[src/exec_pkg.sv]
// Shared constants, encodings and carrier types of the execution unit
package exec_pkg;

  // Register bus geometry
  localparam int ADDR_W = 12;
  localparam logic [ADDR_W-1:0] REG_INSTR = 12'h000;
  localparam logic [ADDR_W-1:0] REG_ACC = 12'h004;
  localparam logic [ADDR_W-1:0] REG_STATUS = 12'h008;
  localparam logic [ADDR_W-1:0] REG_DIR = 12'h00c;
  localparam logic [ADDR_W-1:0] REG_WAKE = 12'h010;
  localparam logic [ADDR_W-1:0] REG_WDOG = 12'h014;
  // Register file words sit at 0x200 + 4*f, f = 0..127
  localparam logic [2:0] FILE_PAGE = 3'h1;

  // Instruction word fields
  localparam int LIT_LSB = 0;
  localparam int DEST_BIT = 8;
  localparam int OP_LSB = 12;
  localparam int FILE_AW = 7;
  localparam int FILE_DEPTH = 128;

  // Status word bit positions
  localparam int ST_CARRY = 0;
  localparam int ST_NIBBLE = 1;
  localparam int ST_ZERO = 2;
  localparam int ST_SLEEP_ENTRY = 3;
  localparam int ST_WD_EXPIRY = 4;
  localparam int ST_SLEEPING = 5;
  localparam int WAKE_BIT = 0;

  // Operation codes
  localparam logic [3:0] OP_LITERAL_MINUS_ACC = 4'h1;
  localparam logic [3:0] OP_FILE_MINUS_ACC = 4'h2;
  localparam logic [3:0] OP_FILE_MINUS_ACC_BORROW = 4'h3;
  localparam logic [3:0] OP_NIBBLE_EXCHANGE = 4'h4;
  localparam logic [3:0] OP_LITERAL_XOR_ACC = 4'h5;
  localparam logic [3:0] OP_FILE_XOR_ACC = 4'h6;
  localparam logic [3:0] OP_DIRECTION_LOAD = 4'h7;
  localparam logic [3:0] OP_SLEEP = 4'h8;

  // Direction load operands
  localparam logic [6:0] DIR_SEL_A = 7'h05;
  localparam logic [6:0] DIR_SEL_B = 7'h06;
  localparam logic [6:0] DIR_SEL_C = 7'h07;

  // Reset values
  localparam logic [7:0] ACC_RST = 8'h00;
  localparam logic [7:0] DIR_RST = 8'hff;
  localparam logic SLEEP_ENTRY_RST = 1'b1;
  localparam logic WD_EXPIRY_RST = 1'b1;
  localparam logic [7:0] WDOG_PRESCALE = 8'hff;

  // Bus answers
  localparam logic [1:0] RESP_OKAY = 2'b00;
  localparam logic [1:0] RESP_SLVERR = 2'b10;

  // Operands handed to the arithmetic unit
  typedef struct packed {
    logic [3:0] op;
    logic [7:0] acc;
    logic [7:0] fval;
    logic [7:0] lit;
    logic carry;
  } alu_in_t;

  // Result and flag updates from the arithmetic unit
  typedef struct packed {
    logic [7:0] res;
    logic carry;
    logic nibble;
    logic zero;
    logic upd_cdc;
    logic upd_z;
  } alu_out_t;

endpackage : exec_pkg

[src/exec_unit.sv]
// Execution unit for subtract, XOR, swap, direction load and sleep entry
//
// Overview of operation
// - Literal minus accumulator goes to accumulator, updating carry, nibble and zero.
// - Carry set when subtrahend <= minuend; nibble bit same on low nibbles.
// - Register minus accumulator goes to selected destination, address 0 to 127.
// - Destination bit 0 writes accumulator, 1 writes the addressed register.
// - Borrow form also subtracts inverted carry; updates carry, nibble and zero.
// - Swap exchanges register nibbles to destination, flags untouched.
// - Literal XOR accumulator goes to accumulator; only zero flag changes.
// - Register XOR accumulator goes to destination; only zero flag changes.
// - Direction load copies accumulator to port A, B, C for 5, 6, 7.
// - Sleep clears the watchdog counter and its prescaler.
// - Sleep clears sleep entry bit and sets watchdog expiry bit.
// - After sleep, execution halts and the main oscillator stops.
//
// Implementation choices: the register offsets and the AXI4-Lite interface to the registers.
`timescale 1ns/10ps
module exec_unit #(
  parameter logic [7:0] PRESCALE = exec_pkg::WDOG_PRESCALE
) (
  input wire logic ref_clk,
  input wire logic resetn,
  input wire logic [exec_pkg::ADDR_W-1:0] s_axi_awaddr,
  input wire logic s_axi_awvalid,
  output logic s_axi_awready,
  input wire logic [31:0] s_axi_wdata,
  input wire logic [3:0] s_axi_wstrb,
  input wire logic s_axi_wvalid,
  output logic s_axi_wready,
  output logic [1:0] s_axi_bresp,
  output logic s_axi_bvalid,
  input wire logic s_axi_bready,
  input wire logic [exec_pkg::ADDR_W-1:0] s_axi_araddr,
  input wire logic s_axi_arvalid,
  output logic s_axi_arready,
  output logic [31:0] s_axi_rdata,
  output logic [1:0] s_axi_rresp,
  output logic s_axi_rvalid,
  input wire logic s_axi_rready,
  output logic [7:0] port_a_direction,
  output logic [7:0] port_b_direction,
  output logic [7:0] port_c_direction,
  output logic sleeping,
  output logic osc_enable
);
  import exec_pkg::*;

  ////////////////////////////////////////////////////////////////////////////
  // Whole state of the unit except the register file memory
  typedef struct packed {
    logic aw_v;
    logic [ADDR_W-1:0] aw_addr;
    logic w_v;
    logic [31:0] w_data;
    logic [3:0] w_strb;
    logic bvalid;
    logic [1:0] bresp;
    logic rvalid;
    logic [31:0] rdata;
    logic [1:0] rresp;
    logic [7:0] acc;
    logic carry;
    logic nibble_borrow_bit;
    logic zero;
    logic sleep_entry_bit;
    logic watchdog_expiry_bit;
    logic sleep;
    logic [7:0] dir_a;
    logic [7:0] dir_b;
    logic [7:0] dir_c;
    logic [7:0] watchdog_counter;
    logic [7:0] prescale_cnt;
  } state_t;

  state_t s_q;
  state_t s_d;

  // Register file: too many words for the state struct
  logic [7:0] file_mem [FILE_DEPTH];
  logic file_we;
  logic [FILE_AW-1:0] file_waddr;
  logic [7:0] file_wdata;

  alu_in_t alu_in;
  alu_out_t alu_out;

  ////////////////////////////////////////////////////////////////////////////
  // Address helpers, used by both the read and the write paths
  function automatic logic is_file(input logic [ADDR_W-1:0] a);
    is_file = (a[ADDR_W-1:9] == FILE_PAGE) && (a[1:0] == 2'b00);
  endfunction : is_file

  function automatic logic [FILE_AW-1:0] file_idx(
      input logic [ADDR_W-1:0] a);
    file_idx = a[FILE_AW+1:2];
  endfunction : file_idx

  ////////////////////////////////////////////////////////////////////////////
  // Instruction fields of the held write word
  logic [3:0] op;
  logic [7:0] lit;
  logic dest_file;
  logic [FILE_AW-1:0] faddr;
  logic do_write;

  assign op = s_q.w_data[OP_LSB +: 4];
  assign lit = s_q.w_data[LIT_LSB +: 8];
  assign dest_file = s_q.w_data[DEST_BIT];
  assign faddr = lit[FILE_AW-1:0];
  // A write is carried out once address and data are both held
  assign do_write = s_q.aw_v && s_q.w_v && !s_q.bvalid;

  // Operands for the datapath
  always_comb begin
    alu_in.op = op;
    alu_in.acc = s_q.acc;
    alu_in.fval = file_mem[faddr];
    alu_in.lit = lit;
    alu_in.carry = s_q.carry;
  end

  exec_alu u_alu (
    .a_i(alu_in),
    .r_o(alu_out)
  );

  ////////////////////////////////////////////////////////////////////////////
  // Handshake outputs; one write and one read in flight at a time
  assign s_axi_awready = !s_q.aw_v;
  assign s_axi_wready = !s_q.w_v;
  assign s_axi_arready = !s_q.rvalid;
  assign s_axi_bvalid = s_q.bvalid;
  assign s_axi_bresp = s_q.bresp;
  assign s_axi_rvalid = s_q.rvalid;
  assign s_axi_rdata = s_q.rdata;
  assign s_axi_rresp = s_q.rresp;
  assign port_a_direction = s_q.dir_a;
  assign port_b_direction = s_q.dir_b;
  assign port_c_direction = s_q.dir_c;
  assign sleeping = s_q.sleep;
  // Core clock gate request; the watchdog keeps its own source alive
  assign osc_enable = !s_q.sleep;

  ////////////////////////////////////////////////////////////////////////////
  // Next-state logic
  always_comb begin
    s_d = s_q;
    file_we = 1'b0;
    file_waddr = faddr;
    file_wdata = alu_out.res;

    // Watchdog prescaler and counter keep running; sleep entry below wins
    if (s_q.prescale_cnt == PRESCALE) begin
      s_d.prescale_cnt = 8'h00;
      s_d.watchdog_counter = s_q.watchdog_counter + 8'h01;
    end else begin
      s_d.prescale_cnt = s_q.prescale_cnt + 8'h01;
    end

    // Address and data channels are taken independently
    if (s_axi_awvalid && !s_q.aw_v) begin
      s_d.aw_v = 1'b1;
      s_d.aw_addr = s_axi_awaddr;
    end
    if (s_axi_wvalid && !s_q.w_v) begin
      s_d.w_v = 1'b1;
      s_d.w_data = s_axi_wdata;
      s_d.w_strb = s_axi_wstrb;
    end

    // Response leaves once the master takes it
    if (s_q.bvalid && s_axi_bready) begin
      s_d.bvalid = 1'b0;
    end

    if (do_write) begin
      s_d.aw_v = 1'b0;
      s_d.w_v = 1'b0;
      s_d.bvalid = 1'b1;
      s_d.bresp = RESP_OKAY;
      if (s_q.aw_addr == REG_INSTR) begin
        // Halted core refuses instructions; partial words are malformed
        if (s_q.sleep || (s_q.w_strb[1:0] != 2'b11)) begin
          s_d.bresp = RESP_SLVERR;
        end else begin
          case (op)
            OP_LITERAL_MINUS_ACC, OP_LITERAL_XOR_ACC: begin
              s_d.acc = alu_out.res;
            end
            OP_FILE_MINUS_ACC, OP_FILE_MINUS_ACC_BORROW,
            OP_NIBBLE_EXCHANGE, OP_FILE_XOR_ACC: begin
              if (dest_file) begin
                file_we = 1'b1;
              end else begin
                s_d.acc = alu_out.res;
              end
            end
            OP_DIRECTION_LOAD: begin
              // Only operands 5..7 name a direction register
              case (faddr)
                DIR_SEL_A: s_d.dir_a = s_q.acc;
                DIR_SEL_B: s_d.dir_b = s_q.acc;
                DIR_SEL_C: s_d.dir_c = s_q.acc;
                default: s_d.bresp = RESP_SLVERR;
              endcase
            end
            OP_SLEEP: begin
              s_d.watchdog_counter = 8'h00;
              s_d.prescale_cnt = 8'h00;
              s_d.sleep_entry_bit = 1'b0;
              s_d.watchdog_expiry_bit = 1'b1;
              s_d.sleep = 1'b1;
            end
            default: begin
              s_d.bresp = RESP_SLVERR;
            end
          endcase
          // Flags move only for the operations that own them
          if (alu_out.upd_cdc) begin
            s_d.carry = alu_out.carry;
            s_d.nibble_borrow_bit = alu_out.nibble;
          end
          if (alu_out.upd_z) begin
            s_d.zero = alu_out.zero;
          end
        end
      end else if (s_q.aw_addr == REG_ACC) begin
        if (s_q.w_strb[0]) begin
          s_d.acc = s_q.w_data[7:0];
        end
      end else if (s_q.aw_addr == REG_STATUS) begin
        // Arithmetic flags are writable; power bits are read only
        if (s_q.w_strb[0]) begin
          s_d.carry = s_q.w_data[ST_CARRY];
          s_d.nibble_borrow_bit = s_q.w_data[ST_NIBBLE];
          s_d.zero = s_q.w_data[ST_ZERO];
        end
      end else if (s_q.aw_addr == REG_WAKE) begin
        // Software wake stands in for the wake sources outside this unit
        if (s_q.w_strb[0] && s_q.w_data[WAKE_BIT]) begin
          s_d.sleep = 1'b0;
        end
      end else if (is_file(s_q.aw_addr)) begin
        if (s_q.w_strb[0]) begin
          file_we = 1'b1;
          file_waddr = file_idx(s_q.aw_addr);
          file_wdata = s_q.w_data[7:0];
        end
      end else begin
        // Read-only and unmapped addresses
        s_d.bresp = RESP_SLVERR;
      end
    end

    // Read channel: data is formed when the address is taken
    if (s_q.rvalid && s_axi_rready) begin
      s_d.rvalid = 1'b0;
    end
    if (s_axi_arvalid && !s_q.rvalid) begin
      s_d.rvalid = 1'b1;
      s_d.rresp = RESP_OKAY;
      s_d.rdata = 32'h0000_0000;
      if (s_axi_araddr == REG_INSTR) begin
        s_d.rdata = 32'h0000_0000;
      end else if (s_axi_araddr == REG_ACC) begin
        s_d.rdata[7:0] = s_q.acc;
      end else if (s_axi_araddr == REG_STATUS) begin
        s_d.rdata[ST_CARRY] = s_q.carry;
        s_d.rdata[ST_NIBBLE] = s_q.nibble_borrow_bit;
        s_d.rdata[ST_ZERO] = s_q.zero;
        s_d.rdata[ST_SLEEP_ENTRY] = s_q.sleep_entry_bit;
        s_d.rdata[ST_WD_EXPIRY] = s_q.watchdog_expiry_bit;
        s_d.rdata[ST_SLEEPING] = s_q.sleep;
      end else if (s_axi_araddr == REG_DIR) begin
        s_d.rdata[23:0] = {s_q.dir_c, s_q.dir_b, s_q.dir_a};
      end else if (s_axi_araddr == REG_WAKE) begin
        s_d.rdata = 32'h0000_0000;
      end else if (s_axi_araddr == REG_WDOG) begin
        s_d.rdata[15:0] = {s_q.prescale_cnt, s_q.watchdog_counter};
      end else if (is_file(s_axi_araddr)) begin
        s_d.rdata[7:0] = file_mem[file_idx(s_axi_araddr)];
      end else begin
        s_d.rresp = RESP_SLVERR;
      end
    end
  end

  ////////////////////////////////////////////////////////////////////////////
  // State register with synchronous reset
  always_ff @(posedge ref_clk) begin
    if (!resetn) begin
      s_q <= '0;
      s_q.acc <= ACC_RST;
      s_q.dir_a <= DIR_RST;
      s_q.dir_b <= DIR_RST;
      s_q.dir_c <= DIR_RST;
      s_q.sleep_entry_bit <= SLEEP_ENTRY_RST;
      s_q.watchdog_expiry_bit <= WD_EXPIRY_RST;
    end else begin
      s_q <= s_d;
    end
  end

  // Register file; contents are not reset, like ordinary data memory
  always_ff @(posedge ref_clk) begin
    if (file_we) begin
      file_mem[file_waddr] <= file_wdata;
    end
  end

endmodule : exec_unit

[src/exec_alu.sv]
// Combinational subtract, exclusive OR and nibble exchange datapath
`timescale 1ns/10ps
module exec_alu (
  input exec_pkg::alu_in_t a_i,
  output exec_pkg::alu_out_t r_o
);
  import exec_pkg::*;

  ////////////////////////////////////////////////////////////////////////////
  // Minuend minus subtrahend as minuend + ~subtrahend + carry-in; the carry
  // out is the "no borrow" flag, so carry = 1 when subtrahend <= minuend
  function automatic logic [8:0] sub9(input logic [7:0] m,
                                      input logic [7:0] s,
                                      input logic cin);
    sub9 = {1'b0, m} + {1'b0, ~s} + {8'h00, cin};
  endfunction : sub9

  function automatic logic [4:0] sub5(input logic [3:0] m,
                                      input logic [3:0] s,
                                      input logic cin);
    sub5 = {1'b0, m} + {1'b0, ~s} + {4'h0, cin};
  endfunction : sub5

  logic [8:0] diff;
  logic [4:0] ndiff;
  logic [7:0] mnd;
  logic cin;

  // Operand selection and result forming
  always_comb begin
    mnd = (a_i.op == OP_LITERAL_MINUS_ACC) ? a_i.lit : a_i.fval;
    // Borrow variant subtracts the inverted carry as well
    cin = (a_i.op == OP_FILE_MINUS_ACC_BORROW) ? a_i.carry : 1'b1;
    diff = sub9(mnd, a_i.acc, cin);
    ndiff = sub5(mnd[3:0], a_i.acc[3:0], cin);
    r_o = '0;
    case (a_i.op)
      OP_LITERAL_MINUS_ACC, OP_FILE_MINUS_ACC,
      OP_FILE_MINUS_ACC_BORROW: begin
        r_o.res = diff[7:0];
        r_o.carry = diff[8];
        r_o.nibble = ndiff[4];
        r_o.upd_cdc = 1'b1;
        r_o.upd_z = 1'b1;
      end
      OP_NIBBLE_EXCHANGE: begin
        r_o.res = {a_i.fval[3:0], a_i.fval[7:4]};
      end
      OP_LITERAL_XOR_ACC: begin
        r_o.res = a_i.acc ^ a_i.lit;
        r_o.upd_z = 1'b1;
      end
      OP_FILE_XOR_ACC: begin
        r_o.res = a_i.acc ^ a_i.fval;
        r_o.upd_z = 1'b1;
      end
      default: begin
        r_o.res = a_i.acc;
      end
    endcase
    r_o.zero = (r_o.res == 8'h00);
  end

endmodule : exec_alu

[config.mk]
export PLATFORM = sky130hd
export DESIGN_NAME = exec_unit
export DESIGN_NICKNAME = d
export VERILOG_FILES = /design/src/exec_pkg.sv /design/src/exec_unit.sv /design/src/exec_alu.sv
export SDC_FILE = /design/constraint.sdc
export NUM_CORES = 2
export LEC_CHECK = 0
export BUFFER_PORTS_ARGS = -buffer_cell sky130_fd_sc_hd__buf_2
export CAP_MARGIN = 20
export CELL_PAD_IN_SITES_DETAIL_PLACEMENT = 0
export CELL_PAD_IN_SITES_GLOBAL_PLACEMENT = 1
export CORE_ASPECT_RATIO = 0.6
export CORE_MARGIN = 2
export CORE_UTILIZATION = 48
export DETAILED_ROUTE_END_ITERATION = 7
export PLACE_DENSITY_LB_ADDON = 0.1
export SLEW_MARGIN = 10
export SYNTH_ARGS = -nofsm -noshare
export SYNTH_HDL_FRONTEND = slang
export SYNTH_HIERARCHICAL = 1
export SYNTH_SLANG_ARGS = --single-unit
export TNS_END_PERCENT = 20
[constraint.sdc]
create_clock -name ref_clk -period 25.3 [get_ports ref_clk]
set_clock_uncertainty 0.15 [all_clocks]
set_input_delay 7.59 -clock ref_clk [delete_from_list [all_inputs] [get_ports ref_clk]]
set_output_delay 7.59 -clock ref_clk [all_outputs]
set_load 0.05 [all_outputs]
### Word level (Yosys, flattened, before mapping)

Memory sizes are Yosys's and may differ from the RTL's. A register that Yosys moved wholly into a read port is not among the register bits.
Cells that the tools add are included.

* register bits: 123
* RAM bits: 1024
* input bits: 67
* output and inout port bits: 67
* word-level logic and storage cells: 197
* memories: 1

* add/subtract/negate cells: 6
* equality and inequality tests: 31
* multiplexer cells: 89
* bitwise logic cells: 6
* reduce and logical (&&, ||, !) cells: 43

Memories
* file_mem: words 128, bits a word 8, read ports 2, clocked after Yosys merged registers in 1, write ports 1, line exec_unit.sv:80 `logic [7:0] file_mem [FILE_DEPTH];`

Operators with widths (count)
* $mux 8: 20
* $mux 16: 5
* $mux 7: 9
* $mux 54: 1
* $mux 24: 2
* $eq 12x4->1 const B: 3
* $eq 12x5->1 const B: 3
* $mux 35: 1
* $mux 2: 16
* $mux 32: 1
* $pmux 8 s4: 1
* $eq 12x3->1 const B: 2
* $logic_not 12->1: 2
* $mux 1: 23
* $eq 7x3->1 const B: 3
* $mux 18: 1
* $reduce_and 6->1: 3
* $add 8x1->8 const B: 2
* $eq 4x3->1 const B: 4
* $pmux 8 s2: 1
* $xor 8x8->8: 2
* $mux 3: 5
* $reduce_and 5->1: 3
* $reduce_bool 2->1: 7
* 31 further kinds: 55

### Logic depth before layout (Yosys ltp)

* word-level depth: 12
* gate-level depth with buffers: 20
* depth with buffers taken out: 17

### Cells and area by module

Netlist, hierarchy kept.

By module, submodules not included
* exec_unit: instances 1, cells each 3053, area an instance 53461.3 µm², sequential area each 33091.7 µm²
* exec_alu: instances 1, cells each 157, area an instance 1088.5 µm², sequential area each 0.0 µm²

### Worst setup path before layout

Ideal clock, no wire load.

* path kind: input to register
* start: input s_axi_araddr[2] (netlist bit)
* end: register s_q (netlist bit s_axi_rdata[7])
* setup time: 133 ps
* data arrival time: 9733 ps
* required time: 25017 ps
* slack: 15283 ps
* stages on the path: 9
* path buffers: 4
* cells stage by stage: buf_2 buf_2 buf_2 buf_2 mux4_2 a221oi_1 o22ai_1 nor3_1 o22ai_1

* word-level cells in the longest chain between the ends: 8
* elaborated cells on any way between the ends: 14
* those cells by class: 5 x eq/ne; 7 x mux; 1 x reduce/logical; 1 x memory

RTL lines
* start: declaration: line exec_unit.sv:34 `input wire logic [exec_pkg::ADDR_W-1:0] s_axi_araddr,`
* $mem_v2 128x8
* $mux 8: line exec_unit.sv:281 `end else if (is_file(s_axi_araddr)) begin`
* $mux 8: line exec_unit.sv:279 `end else if (s_axi_araddr == REG_WDOG) begin`
* $mux 16: line exec_unit.sv:277 `end else if (s_axi_araddr == REG_WAKE) begin`
* $mux 24: line exec_unit.sv:275 `end else if (s_axi_araddr == REG_DIR) begin`
* $mux 18: line exec_unit.sv:268 `end else if (s_axi_araddr == REG_STATUS) begin`
* $mux 8: line exec_unit.sv:266 `end else if (s_axi_araddr == REG_ACC) begin`
* $mux 32 (*): line exec_unit.sv:264 `if (s_axi_araddr == REG_INSTR) begin`
* end: declaration: line exec_unit.sv:76 `state_t s_q;`

Every way passes the cells marked *; elsewhere a longest branch is shown, timed or not.
A chain may end at the register's enable or synchronous reset.

### Worst setup path after layout

* start: input s_axi_araddr[2] (netlist bit)
* end: register s_q (netlist bit s_axi_rdata[4])

* word-level cells in the longest chain between the ends: 8
* elaborated cells on any way between the ends: 14
* those cells by class: 5 x eq/ne; 7 x mux; 1 x reduce/logical; 1 x memory

RTL lines (line)
* $mem_v2 128x8
* $mux 8: exec_unit.sv:281
* $mux 8: exec_unit.sv:279
* $mux 16: exec_unit.sv:277
* $mux 24: exec_unit.sv:275
* $mux 6: exec_unit.sv:268
* $mux 8: exec_unit.sv:266
* $mux 32 (*): exec_unit.sv:264

Marked as above.

==> results.ini <==
[global_route]
grt_antenna_before_repair = 12
first_global_vias = 32793
grt_pass1_wl_um = 254000
grt_use_total = 0.312
grt_overflow = 0
grt_max_degree = 109

[yosys]
synth.distinct_cells = 83
ys_warn_count = 6
async_flop_share = 0
synth.top_cells.by_count = edfxtp_1 (1024), mux4_2 (562), nor2_1 (232)
synth_most_common_cell = edfxtp_1
synth_cells = 3210
ys_seq_area_frac = 0.607
synth_top_area_frac = 0.564
yosys-top-cells-area = edfxtp_1 (56%), mux4_2 (23%), dfxtp_1 (4.3%)
synth_seq_cells = 1141
avgSynthCellArea_um2 = 17.0
syn_area_um2 = 54500
synth-edff-count = 1024
synth-main-ff-cell = edfxtp_1
synth_top_area_cell = edfxtp_1

[critical_path]
rrSetupSlack_ns = 15.80
cp_data_required_time_ns = 25.76
path_class = in -> reg
end_kind = flip-flop
crit_fanout = 99
critPathLaunchType = input port
worstPathArrival_ns = 12.00

[timing]
min_period_ns = 11.54
setup_ws_ns = 13.76
maxSlewViolCount = 0
min_period_over_period = 0.456
fmax_mhz = 86.7
relSlewSlack = 0.127
finalHoldViolCount = 0
tightestPinTransition_ns = 1.31
finalSetupTns_ns = 0
rsz0062_at_grt = false
finalSetupViolations = 0

[final_layout]
final_area_um2 = 60300
drive_gt1_frac = 0.299
fin_cells = 4841
utilization = 0.537
layout.nets = 3320
syn_to_final_growth_pct = 10.5

[clocking]
cts-hold-fix-buffers = 0
cts.sinks = 1141
cts_tree = done
ctsLongestPathBuffers = 3
cts_buffers = 109
post-cts-setup-buffer-count = 0
cts_root_buf = clkbuf_16
htree_levels = 3
clk_pin_slew_ns = 0.07
ctsResizeCount = 0
clk_latency_ns = 0.75

[drt]
first_pass_iters = 6
drt-wirelength-per-cell_um = 37.2
drt_iter0_markers = 5257
routed_via_density = 6.98
num_vias = 33778
detail-route-antenna-nets = 0
finalWirelength_um = 180000
top_layer = met5
wl_met1_um = 77400
drc = 0
wl_met3_um = 24500
met2_length_um = 73900

[placed_design]
dp_hpwl_um = 122000
place_area_um2 = 56500
pre_cts_ws_ns = 12.98
placedCellCount = 4623
routabilityCongestion = 0.917
io_buffers = 102

[floorplan]
io-pin-count = 134
die_h_um = 265
start_util = 0.486
rows = 95
die_w_um = 439
core_area_um2 = 112000
fp.dieArea_um2 = 116000

[run_status]
status = finished, final reports clean

[power_and_ir_drop]
max-vdd-ir-drop_mv = 0.0593
leakagePower_uw = 0.0189
powerDensity_nw_per_um2 = 71.9

[run]
maxCapViolCount = 0

[worst_hold_path]
hp-class = reg -> reg

-- cells in the final DEF, fill, tap and decap left out, types with 19 or more instances in the layout --
cell type,count
a22oi_1,51
o21ai_0,35
nand3_1,69
nand2_1,179
a21oi_1,90
edfxtp_1,1024
mux4_2,562
clkbuf_16,113
inv_1,35
buf_4,93
nor2b_1,21
a211oi_1,19
clkinv_2,21
o22ai_1,24
mux2i_1,118
nor3_1,23
clkbuf_1,23
buf_2,99
dfxtp_1,112
nor2_1,230
-- kinds of logic (layout without fill, tap and decap cells) --
kind of cell,count (synthesis),count (layout),synth area share
muxes,698,698,0.257
adders and majority gates,11,11,0.00280
AOI/OAI and AO/OA,379,379,0.0475
and+or+nand+nor,629,629,0.0529
xor gates and xnor gates,20,20,0.00321
other,1,15,0.0000687
buffers and inverters,331,445,0.0295
DFF,1141,1141,0.607
-- worst max-delay path, cell delays in order --
cell       delay [ns]
buf_8            0.48
buf_12           0.50
buf_12           0.58
mux4_2           0.66
a22oi_1          0.17
nand3b_1         0.26
a2111oi_0        1.04
a311o_1          0.35
a21oi_1          0.11
-- through the flow --
stage / total power [uW] / hold WS [ns]
floorplan: 2480 / 0.281
global placement: 2650 / 0.288
detailed placement: 2660 / 0.291
CTS: 4330 / 0.300
global route: 4440 / 0.320
finish: 4330 / 0.299
-- metal layers --
metal	up-vias	track usage
met5	-	0
met4	4	0.0690
met3	293	0.101
met2	2243	0.419
met1	17928	0.492
li1	13310	-
-- flip-flops by register name (all words and copies together) (netlist names), 8 cells and up, named ones only --
signal            count
file_mem           1024
port_a_direction      8
port_c_direction      8
s_q                  35
port_b_direction      8
s_axi_rdata          24
alu_in               21
-- power by group --
part / internal, uW / switching, uW
combinational: 156 / 338
clock: 960 / 741
sequential: 2130 / 10.6
-- cell type report --
class | count | area, um2
inverter | 37 | 139
clock inverter | 59 | 629
timing repair buffer | 206 | 1420
fill | 8857 | 52000
antenna | 5 | 12.5
clock buffer | 143 | 3010
tap | 1503 | 1880
sequential | 1141 | 33100
multi-input combinational | 1747 | 20100
-- worst paths after layout --
kind                                                endpoint                         start  cells after the start
worst max register to register     file_mem[49][3]$_DFFE_PP_                     flip-flop                     19
worst max-delay path             s_axi_rdata[4]$_SDFFE_PN0P_               s_axi_araddr[2]                      9
worst min register to register  s_axi_rdata[18]$_SDFFE_PN0P_  s_axi_rdata[18]$_SDFFE_PN0P_                      2
worst min-delay path            s_axi_rdata[18]$_SDFFE_PN0P_  s_axi_rdata[18]$_SDFFE_PN0P_                      2
No activity file was read; power rests on OpenSTA's default activity.
